## src/cpmc_pkg.sv

```systemverilog
/*
 * cpmc_pkg: register offsets, field positions, reset values, mode and
 * state encodings and oscillator timing for the clock and power mode
 * controller.
 * assumes: a 40 MHz block clock; included before every cpmc module.
 */
package cpmc_pkg;

    // ------------------------------------------------------------
    // register offsets on the plain register port
    // ------------------------------------------------------------
    localparam logic [3:0] REG_FOC  = 4'h0;  // fast_osc_control
    localparam logic [3:0] REG_SCC  = 4'h1;  // system_clock_control
    localparam logic [3:0] REG_STAT = 4'h2;  // status flags
    localparam logic [3:0] REG_WAKE = 4'h3;  // port_a_wake_enable

    // ------------------------------------------------------------
    // field positions
    // ------------------------------------------------------------
    localparam int FOC_EN_BIT     = 0;
    localparam int FOC_STABLE_BIT = 1;
    localparam int FOC_FREQ_LSB   = 2;
    localparam int SCC_SLOW_BIT   = 0;
    localparam int SCC_FAST_BIT   = 1;
    localparam int SCC_SEL_LSB    = 5;

    // ------------------------------------------------------------
    // reset values
    // ------------------------------------------------------------
    localparam logic [7:0] FOC_RST  = 8'h00;
    localparam logic [7:0] SCC_RST  = 8'he0;
    localparam logic [7:0] WAKE_RST = 8'h00;
    localparam logic [2:0] SEL_SLOW = 3'h7;

    // ------------------------------------------------------------
    // fast oscillator stabilisation time
    // ------------------------------------------------------------
    localparam int STAB_TIME_NS  = 16000;
    localparam int CLK_PERIOD_NS = 25;
    localparam int STAB_CYCLES   = (STAB_TIME_NS + CLK_PERIOD_NS - 1) / CLK_PERIOD_NS;
    localparam int STAB_CW       = 10;
    localparam logic [STAB_CW-1:0] STAB_LAST = STAB_CW'(STAB_CYCLES - 1);

    // ------------------------------------------------------------
    // types
    // ------------------------------------------------------------
    typedef enum logic [1:0] {
        FREQ_2MHZ = 2'h0,
        FREQ_4MHZ = 2'h1,
        FREQ_8MHZ = 2'h2
    } cpmc_freq_t;

    // code is {fast_keep_in_halt, slow_keep_in_halt}
    typedef enum logic [1:0] {
        LP_SLEEP     = 2'h0,
        LP_IDLE_SLOW = 2'h1,
        LP_IDLE_FAST = 2'h2,
        LP_IDLE_BOTH = 2'h3
    } cpmc_lp_t;

    typedef enum logic [1:0] {
        ST_RUN  = 2'h0,
        ST_LOW  = 2'h1,
        ST_WAKE = 2'h3
    } cpmc_state_t;

    // frequency code to applied frequency; code 3 aliases 2 MHz
    function automatic cpmc_freq_t cpmc_decode_freq(input logic [1:0] code);
        cpmc_decode_freq = (code == 2'h1) ? FREQ_4MHZ :
                           (code == 2'h2) ? FREQ_8MHZ : FREQ_2MHZ;
    endfunction : cpmc_decode_freq

endpackage : cpmc_pkg

```

## src/cpmc_osc_stab.sv

```systemverilog
/*
 * cpmc_osc_stab: counts the fast oscillator settling time and raises
 * the stable flag once it has elapsed.
 * assumes: osc_on is the registered oscillator enable of the same clock.
 */
`timescale 1ns/10ps
`default_nettype none

module cpmc_osc_stab
    import cpmc_pkg::*;
(
    // clock and reset
    input  wire logic clock,
    input  wire logic resetn,
    input  wire logic ce,
    // oscillator control
    input  wire logic osc_on,
    input  wire logic restart,
    // status
    output logic      stable_q
);

    logic [STAB_CW-1:0] cnt_q;

    // settle counter, cleared while off or on restart
    always_ff @(posedge clock or negedge resetn) begin
        if (!resetn) begin
            cnt_q    <= '0;
            stable_q <= 1'b0;
        end else if (ce) begin
            if (!osc_on || restart) begin
                cnt_q    <= '0;
                stable_q <= 1'b0;
            end else if (cnt_q == STAB_LAST) begin
                stable_q <= 1'b1;
            end else begin
                cnt_q <= cnt_q + 1'b1;
            end
        end
    end

endmodule : cpmc_osc_stab

`default_nettype wire

```

## src/cpmc_ctrl.sv

```systemverilog
/*
 * cpmc_ctrl: fast oscillator control, system clock selection and
 * halt / low-power / wake-up sequencing of a small microcontroller.
 * assumes: all inputs synchronous to clock; halt and clear-watchdog
 * arrive as one-cycle pulses from the cpu; watchdog counter is outside.
 */
// The implementer's own choices: the plain strobed port and the placing of the registers.
`timescale 1ns/10ps
`default_nettype none

module cpmc_ctrl
    import cpmc_pkg::*;
(
    // clock and reset
    input  wire logic        clock,
    input  wire logic        resetn,
    input  wire logic        ce,
    // register port
    input  wire logic [3:0]  reg_addr,
    input  wire logic [7:0]  reg_wdata,
    input  wire logic        reg_wr,
    input  wire logic        reg_rd,
    output logic      [7:0]  reg_rdata_q,
    // cpu events
    input  wire logic        halt_exec,
    input  wire logic        clr_wdt_exec,
    input  wire logic        stack_full,
    output logic             cpu_run_q,
    output logic             resume_next_q,
    output logic             irq_respond_q,
    output logic             pc_sp_reset_q,
    // watchdog
    input  wire logic        wdt_enable,
    input  wire logic        wdt_overflow,
    output logic             wdt_clear_q,
    output logic             wdt_run_q,
    output logic             wdt_reset_req_q,
    // wake sources
    input  wire logic [7:0]  porta_in,
    input  wire logic [7:0]  irq_req,
    input  wire logic [7:0]  irq_enable,
    // oscillators and system clock
    input  wire logic        slow_osc_stable,
    output logic             fast_osc_on_q,
    output logic             sub_clk_on_q,
    output cpmc_freq_t       fast_freq_q,
    output logic             sys_clk_on_q,
    output logic      [2:0]  sys_clk_sel_q
);

    // ------------------------------------------------------------
    // state
    // ------------------------------------------------------------
    logic              foc_en_q;
    logic [1:0]        foc_freq_q;
    logic [2:0]        scc_sel_q;
    logic              fast_keep_q;
    logic              slow_keep_q;
    logic [7:0]        wake_en_q;
    logic              pdf_q;
    logic              to_q;
    cpmc_state_t       state_q;
    cpmc_state_t       state_d;
    cpmc_lp_t          mode_q;
    cpmc_lp_t          mode_d;
    logic [7:0]        porta_q;
    logic [7:0]        irq_pre_q;
    logic              cause_wdt_q;
    logic              cause_irq_q;
    logic              irq_serv_q;
    logic              fast_stable;

    // ------------------------------------------------------------
    // register decode
    // ------------------------------------------------------------
    wire wr_foc  = reg_wr && (reg_addr == REG_FOC);
    wire wr_scc  = reg_wr && (reg_addr == REG_SCC);
    wire wr_wake = reg_wr && (reg_addr == REG_WAKE);

    // read selection; unmapped offsets read zero
    wire [7:0] rd_foc  = {4'h0, foc_freq_q, fast_stable, foc_en_q};
    wire [7:0] rd_scc  = {scc_sel_q, 3'h0, fast_keep_q, slow_keep_q};
    wire [7:0] rd_stat = {3'h0, cpu_run_q, mode_q, to_q, pdf_q};
    wire [7:0] rd_mux  = (reg_addr == REG_FOC)  ? rd_foc  :
                         (reg_addr == REG_SCC)  ? rd_scc  :
                         (reg_addr == REG_STAT) ? rd_stat :
                         (reg_addr == REG_WAKE) ? wake_en_q : 8'h00;

    // ------------------------------------------------------------
    // events and wake sources
    // ------------------------------------------------------------
    wire run_st    = (state_q == ST_RUN);
    wire low_st    = (state_q == ST_LOW);
    wire halt_take = halt_exec && run_st;
    // writing the enable bit as 1 restarts the settle count
    wire restart   = wr_foc && reg_wdata[FOC_EN_BIT];

    // falling edge on an enabled port a pin
    wire [7:0] pin_fall = porta_q & ~porta_in & wake_en_q;
    wire       pin_wake = |pin_fall;
    // only requests that were not pending at entry may wake
    wire [7:0] irq_new  = irq_req & ~irq_pre_q;
    wire       irq_wake = |irq_new;
    wire       irq_ok   = |(irq_new & irq_enable) && !stack_full;
    wire       wake_any = pin_wake || irq_wake || wdt_overflow;

    // clock source that the cpu will run from is ready
    wire sel_slow  = (scc_sel_q == SEL_SLOW);
    wire cur_slow  = (sys_clk_sel_q == SEL_SLOW);
    wire sel_go    = sel_slow ? slow_osc_stable : fast_stable;
    wire clk_ready = cur_slow ? slow_osc_stable : fast_stable;

    // ------------------------------------------------------------
    // mode sequencer
    // ------------------------------------------------------------
    always_comb begin
        state_d = state_q;
        unique case (state_q)
            ST_RUN: begin
                if (halt_take) begin
                    state_d = ST_LOW;
                end
            end
            ST_LOW: begin
                if (wake_any) begin
                    state_d = ST_WAKE;
                end
            end
            ST_WAKE: begin
                if (clk_ready) begin
                    state_d = ST_RUN;
                end
            end
            default: begin
                state_d = ST_RUN;
            end
        endcase
    end

    // low-power mode taken from the keep bits at halt
    assign mode_d = halt_take ? cpmc_lp_t'({fast_keep_q, slow_keep_q}) : mode_q;

    // ------------------------------------------------------------
    // clock gating per mode
    // ------------------------------------------------------------
    wire awake_d  = (state_d != ST_LOW);
    wire lp_sys   = (mode_d == LP_IDLE_BOTH) ||
                    ((mode_d == LP_IDLE_SLOW) && cur_slow) ||
                    ((mode_d == LP_IDLE_FAST) && !cur_slow);
    wire sys_on_d = (state_d == ST_RUN) || (!awake_d && lp_sys);
    wire fast_d   = foc_en_q && (awake_d || mode_d[1]);
    wire sub_d    = awake_d || mode_d[0];

    // new divider and source only once the target oscillator is stable
    wire [2:0] sel_d  = (run_st && sel_go) ? scc_sel_q : sys_clk_sel_q;
    wire [1:0] freq_d = fast_stable ? cpmc_decode_freq(foc_freq_q) : fast_freq_q;

    // ------------------------------------------------------------
    // fast oscillator settling
    // ------------------------------------------------------------
    cpmc_osc_stab u_stab (
        .clock    (clock),
        .resetn   (resetn),
        .ce       (ce),
        .osc_on   (fast_osc_on_q),
        .restart  (restart),
        .stable_q (fast_stable)
    );

    // ------------------------------------------------------------
    // software registers
    // ------------------------------------------------------------
    // these change only by writes, so low-power entry keeps them
    always_ff @(posedge clock or negedge resetn) begin
        if (!resetn) begin
            foc_en_q    <= FOC_RST[FOC_EN_BIT];
            foc_freq_q  <= FOC_RST[FOC_FREQ_LSB +: 2];
            scc_sel_q   <= SCC_RST[SCC_SEL_LSB +: 3];
            fast_keep_q <= SCC_RST[SCC_FAST_BIT];
            slow_keep_q <= SCC_RST[SCC_SLOW_BIT];
            wake_en_q   <= WAKE_RST;
        end else if (ce) begin
            if (wr_foc) begin
                foc_en_q   <= reg_wdata[FOC_EN_BIT];
                foc_freq_q <= reg_wdata[FOC_FREQ_LSB +: 2];
            end
            if (wr_scc) begin
                scc_sel_q   <= reg_wdata[SCC_SEL_LSB +: 3];
                fast_keep_q <= reg_wdata[SCC_FAST_BIT];
                slow_keep_q <= reg_wdata[SCC_SLOW_BIT];
            end
            if (wr_wake) begin
                wake_en_q <= reg_wdata;
            end
        end
    end

    // read data stands in the cycle after the strobe only
    always_ff @(posedge clock or negedge resetn) begin
        if (!resetn) begin
            reg_rdata_q <= 8'h00;
        end else if (ce) begin
            reg_rdata_q <= reg_rd ? rd_mux : 8'h00;
        end
    end

    // ------------------------------------------------------------
    // status flags: a set wins over a clear in the same cycle
    // ------------------------------------------------------------
    always_ff @(posedge clock or negedge resetn) begin
        if (!resetn) begin
            pdf_q <= 1'b0;
            to_q  <= 1'b0;
        end else if (ce) begin
            if (halt_take) begin
                pdf_q <= 1'b1;
            end else if (clr_wdt_exec) begin
                pdf_q <= 1'b0;
            end
            if (wdt_overflow) begin
                to_q <= 1'b1;
            end else if (halt_take) begin
                to_q <= 1'b0;
            end
        end
    end

    // ------------------------------------------------------------
    // sequencer state and wake bookkeeping
    // ------------------------------------------------------------
    always_ff @(posedge clock or negedge resetn) begin
        if (!resetn) begin
            state_q     <= ST_RUN;
            mode_q      <= LP_SLEEP;
            porta_q     <= 8'h00;
            irq_pre_q   <= 8'h00;
            cause_wdt_q <= 1'b0;
            cause_irq_q <= 1'b0;
            irq_serv_q  <= 1'b0;
        end else if (ce) begin
            state_q <= state_d;
            mode_q  <= mode_d;
            porta_q <= porta_in;
            if (halt_take) begin
                irq_pre_q <= irq_req;
            end
            if (low_st && wake_any) begin
                cause_wdt_q <= wdt_overflow;
                cause_irq_q <= irq_wake;
                irq_serv_q  <= irq_ok;
            end
        end
    end

    // ------------------------------------------------------------
    // clock and cpu outputs
    // ------------------------------------------------------------
    always_ff @(posedge clock or negedge resetn) begin
        if (!resetn) begin
            cpu_run_q     <= 1'b0;
            sys_clk_on_q  <= 1'b0;
            fast_osc_on_q <= 1'b0;
            sub_clk_on_q  <= 1'b0;
            sys_clk_sel_q <= SEL_SLOW;
            fast_freq_q   <= FREQ_2MHZ;
        end else if (ce) begin
            cpu_run_q     <= (state_d == ST_RUN);
            sys_clk_on_q  <= sys_on_d;
            fast_osc_on_q <= fast_d;
            sub_clk_on_q  <= sub_d;
            sys_clk_sel_q <= sel_d;
            fast_freq_q   <= cpmc_freq_t'(freq_d);
        end
    end

    // ------------------------------------------------------------
    // one-cycle pulses to cpu and watchdog, and the registered watchdog run level
    // ------------------------------------------------------------
    wire wake_done = (state_q == ST_WAKE) && clk_ready;

    always_ff @(posedge clock or negedge resetn) begin
        if (!resetn) begin
            resume_next_q   <= 1'b0;
            irq_respond_q   <= 1'b0;
            pc_sp_reset_q   <= 1'b0;
            wdt_clear_q     <= 1'b0;
            wdt_run_q       <= 1'b0;
            wdt_reset_req_q <= 1'b0;
        end else if (ce) begin
            pc_sp_reset_q   <= wake_done && cause_wdt_q;
            irq_respond_q   <= wake_done && !cause_wdt_q && cause_irq_q && irq_serv_q;
            resume_next_q   <= wake_done && !cause_wdt_q && !(cause_irq_q && irq_serv_q);
            wdt_clear_q     <= halt_take || clr_wdt_exec;
            wdt_run_q       <= wdt_enable;
            wdt_reset_req_q <= wdt_overflow && !low_st;
        end
    end
endmodule : cpmc_ctrl

`default_nettype wire

```

## config.mk

```make
export PLATFORM = sky130hd
export DESIGN_NAME = cpmc_ctrl
export DESIGN_NICKNAME = d
export VERILOG_FILES = /design/src/cpmc_pkg.sv /design/src/cpmc_osc_stab.sv /design/src/cpmc_ctrl.sv
export SDC_FILE = /design/constraint.sdc
export NUM_CORES = 1
export LEC_CHECK = 0
export BUFFER_PORTS_ARGS = -buffer_cell sky130_fd_sc_hd__buf_2
export CAP_MARGIN = 0
export CORE_ASPECT_RATIO = 1.1
export CORE_UTILIZATION = 50
export DETAILED_ROUTE_END_ITERATION = 6
export PLACE_DENSITY_LB_ADDON = 0.2
export SLEW_MARGIN = 20
export SYNTH_ARGS = -nofsm -noshare
export SYNTH_HDL_FRONTEND = slang
export SYNTH_SLANG_ARGS = --single-unit
```

## constraint.sdc

```tcl
create_clock -name clock -period 1.5 [get_ports clock]
set_input_delay 0.225 -clock clock [delete_from_list [all_inputs] [get_ports clock]]
set_output_delay 0.225 -clock clock [all_outputs]
set_load 0.03 [all_outputs]
```

==> metrics.md <==
| Metric | Value |
|---|---|
| Synthesized cell area | `3560 µm²` |
| Largest net degree at the start of global routing | `76` |
| Kind of critical path | `reg -> reg` |
| CP Max Fanout | `4` |
| Ports | `70` |
| Syn Nets | `365` |
| Synth Area in Simple Gates | `0.142` |
| Synth Area in Compound Gates | `0.125` |
| Placer Congestion | `0.831` |
| Final wirelength | `8.84 mm` |
| Yosys top cell by area | `dfrtp_1` |
| Final setup margin | `-167 ps` |
| Vias in the first global route | `2,931` |
| Multi-input logic area | `1730 µm²` |
| WP buf/inv | `0` |
| Least-Margin Pin Slew | `475 ps` |
| Routed Antenna Nets | `0` |
| Number of synthesis warnings | `0` |
| DP Area | `4430 µm²` |
| CP required | `1780 ps` |
| Final instance area | `4890 µm²` |
| DRC | `0` |
| Post-synthesis mux area share | `0.157` |
| Clock skew | `9.93 ps` |
| Main combinational cell family by area after synthesis | `multiplexers` |
| Relative slew slack | `0.683` |
| Top cells by area, synth | `dfrtp_1, mux2_1, dfstp_2` |
| CTS Sinks | `75` |
| Area Overhead vs Synth | `37.1%` |
| Layout cells sized above 1 | `0.448` |
| Adder-cell share of the synthesized area | `0.00351` |
| P_leak | `0.00236 µW` |
| Register Area | `1880 µm²` |
| Type of the most critical hold path | `in -> reg` |
| First-pass GRT wire length | `13.6 mm` |
| Via count | `2,969` |
| Cts bufs inserted | `9` |
| CP delay by family, top | `simple AND/OR/NAND/NOR gates` |
| Failing checks | `setup timing` |
| Final worst path period need | `1670 ps` |
| GR Overflow Total | `0` |
| Worst setup endpoint | `irq_respond_q$_DFFE_PN0P_` |
| Synth Register Bits | `75` |
| CTS tree | `yes` |
| CTS Buffer Depth | `2` |
| Setup violators final | `11` |
| Filler instances | `498` |
| Post-synthesis sequential area ratio | `0.529` |
| F_max | `0.600 GHz` |
| Peak supply drop | `0.856 mV` |
| Wire per inst | `16.4 µm` |
| EDFF count, synth | `0` |
| DP Cell Count | `515` |
| H-tree levels | `3` |
| Endpoints failing hold | `0` |
| Die X | `82.5 µm` |
| Final cell count without fillers | `540` |
| Die span in y | `90.5 µm` |
| Number of cells on the critical path | `5` |
| Post-synth top flop | `dfrtp_1` |
| Drt pass-1 iters | `4` |
| Reg2reg end | `irq_respond_q$_DFFE_PN0P_` |
| Tot GR Track Use | `0.241` |
| Crit end category | `flip-flop` |
| RSZ-0062 raised after global routing | `yes` |
| Synth cell types | `52` |
| Crit-path cells | `nand4_1, o21a_1, or3_4, or3_4, o2bb2ai_2` |
| Final nets | `501` |
| Core Area | `6750 µm²` |
| Most Frequent Cell on Critical Path | `or3_4` |
| Post-Synth XOR/XNOR Area | `0.0147` |
| Post-DP HPWL | `6.31 mm` |
| DIE AREA | `7470 µm²` |
| Status | `finished with violations` |
| Max Transition Viols Final | `0` |
| N_diodes | `0` |
| Rows | `31` |
| Reg2Reg Depth | `5` |
| Async set-reset flop share out of synthesis | `1.00` |
| Mapped Cells | `317` |
| Synth top area share | `0.485` |
| Clk slew on worst S/H paths | `80 ps` |
| CP peak stage delay | `550 ps` |
| Worst Setup SP | `sys_clk_sel_q[0]$_DFFE_PN1P_` |
| Initial core utilization | `0.528` |
| Max cap viols | `0` |
| Nature of the critical path startpoint | `flip-flop` |
| Commonest non-fill, non-tap cells in the layout | `dfrtp_1, buf_2, buf_4, nand2_1` |
| Number of vias per cell | `5.50` |
| Slowest CP cell | `dfstp_2` |
| Reg2reg start | `sys_clk_sel_q[0]$_DFFE_PN1P_` |
| Arrival time at the worst endpoint | `1940 ps` |
| Clock root buffer | `clkbuf_8` |
| Initial antenna violation count | `0` |
| Period utilization | `1.11` |
| R2R setup slack | `-170 ps` |
| Final core utilization | `0.724` |
| Port bufs | `69` |
| Mean post-synth cell area | `11.2 µm²` |
| Pwr Density | `1270 nW/µm²` |
| Skew-Pair Late Insertion Delay | `350 ps` |
| Starting DRT DRC Count | `127` |
==> Yosys cell counts (5+ instances only) <==
| library cell | n |
|---|---|
| nand2_1 | 28 |
| nand4_1 | 5 |
| mux2_2 | 12 |
| a21oi_1 | 7 |
| nand3b_1 | 6 |
| o21ai_0 | 5 |
| nand3_1 | 9 |
| o21ai_1 | 9 |
| mux2_1 | 26 |
| o2bb2ai_1 | 9 |
| a31oi_1 | 7 |
| nor2_1 | 20 |
| mux2i_1 | 13 |
| dfrtp_1 | 69 |
| dfstp_2 | 6 |
| inv_1 | 15 |
| and2_1 | 5 |
==> sequential cells by signal, summed over array words and instances (netlist names), 3 cells and up <==
register	cells
scc_sel_q	3
u_stab.cnt_q	10
wake_en_q	8
porta_q	8
reg_rdata_q	8
irq_pre_q	8
sys_clk_sel_q	3
==> stage by stage <==
stage / hold slack [ps] / setup TNS (ps) / worst slack (ps) / power, µW
4_1_cts: 89.3 / -603 / -140 / 5980
3_5_place_dp: 286 / -3390 / -157 / 4280
6_report: 97.2 / -927 / -167 / 6180
3_3_place_gp: 289 / -2390 / -113 / 4230
5_1_grt: 92.5 / -1920 / -262 / 6470
2_1_floorplan: -70.6 / -402 / -191 / 3550
==> routing by layer <==
metal	track usage	wire length [µm]	vias to the layer above
met5	0	0	-
met4	0.0761	157	0
met3	0.0475	412	17
met2	0.399	4430	80
met1	0.312	3830	1455
li1	-	-	1417
==> layout make-up <==
| cell class | count | area share |
|---|---|---|
| timing repair buffer | 135 | 0.184 |
| clock buffer | 12 | 0.0338 |
| inverter | 17 | 0.0131 |
| sequential | 75 | 0.386 |
| multi-input combinational | 215 | 0.353 |
| clock inverter | 4 | 0.00973 |
| tap | 82 | 0.0210 |
==> power breakdown <==
part           total, µW  switching (µW)  internal [µW]  leakage [µW]
Sequential          2690             276           2410      0.000942
Clock               1640             739            900      0.000108
Combinational       1860             895            966       0.00131
==> timing repair <==
item                                    4_1_cts  5_1_grt
setup buffers                                 3        4
hold endpoints to repair                     69        0
hold buffers                                  1        0
endpoints found under the setup margin       12       28
gates cloned                                  0        1
pin swaps                                     3        5
resized for setup                             6       28
==> worst min path at each step <==
stage            startpoint  slack [ps]                       end  depth (start not counted)
6_report       reg_wdata[4]         100  wake_en_q[4]$_DFFE_PN0P_                          2
3_5_place_dp         resetn         290  irq_pre_q[4]$_DFFE_PN0P_                          2
5_1_grt        reg_wdata[4]          90  wake_en_q[4]$_DFFE_PN0P_                          2
4_1_cts        reg_wdata[4]          90  wake_en_q[4]$_DFFE_PN0P_                          2
2_1_floorplan        resetn         -70   cause_irq_q$_DFFE_PN0P_                          0
3_3_place_gp         resetn         290  irq_pre_q[4]$_DFFE_PN0P_                          2
==> cells by family (layout without fill, tap and decap cells) <==
| group | after synthesis | in the layout |
|---|---|---|
| AND/OR/NAND/NOR | 97 | 97 |
| flip-flops | 75 | 75 |
| AO/OA/AOI/OAI | 60 | 60 |
| multiplexers | 51 | 51 |
| buffers and inverters | 27 | 168 |
| XOR/XNOR | 6 | 6 |
| adder cells (fa/ha/maj) | 1 | 1 |
Note: power is estimated with default switching activity, not from simulation.
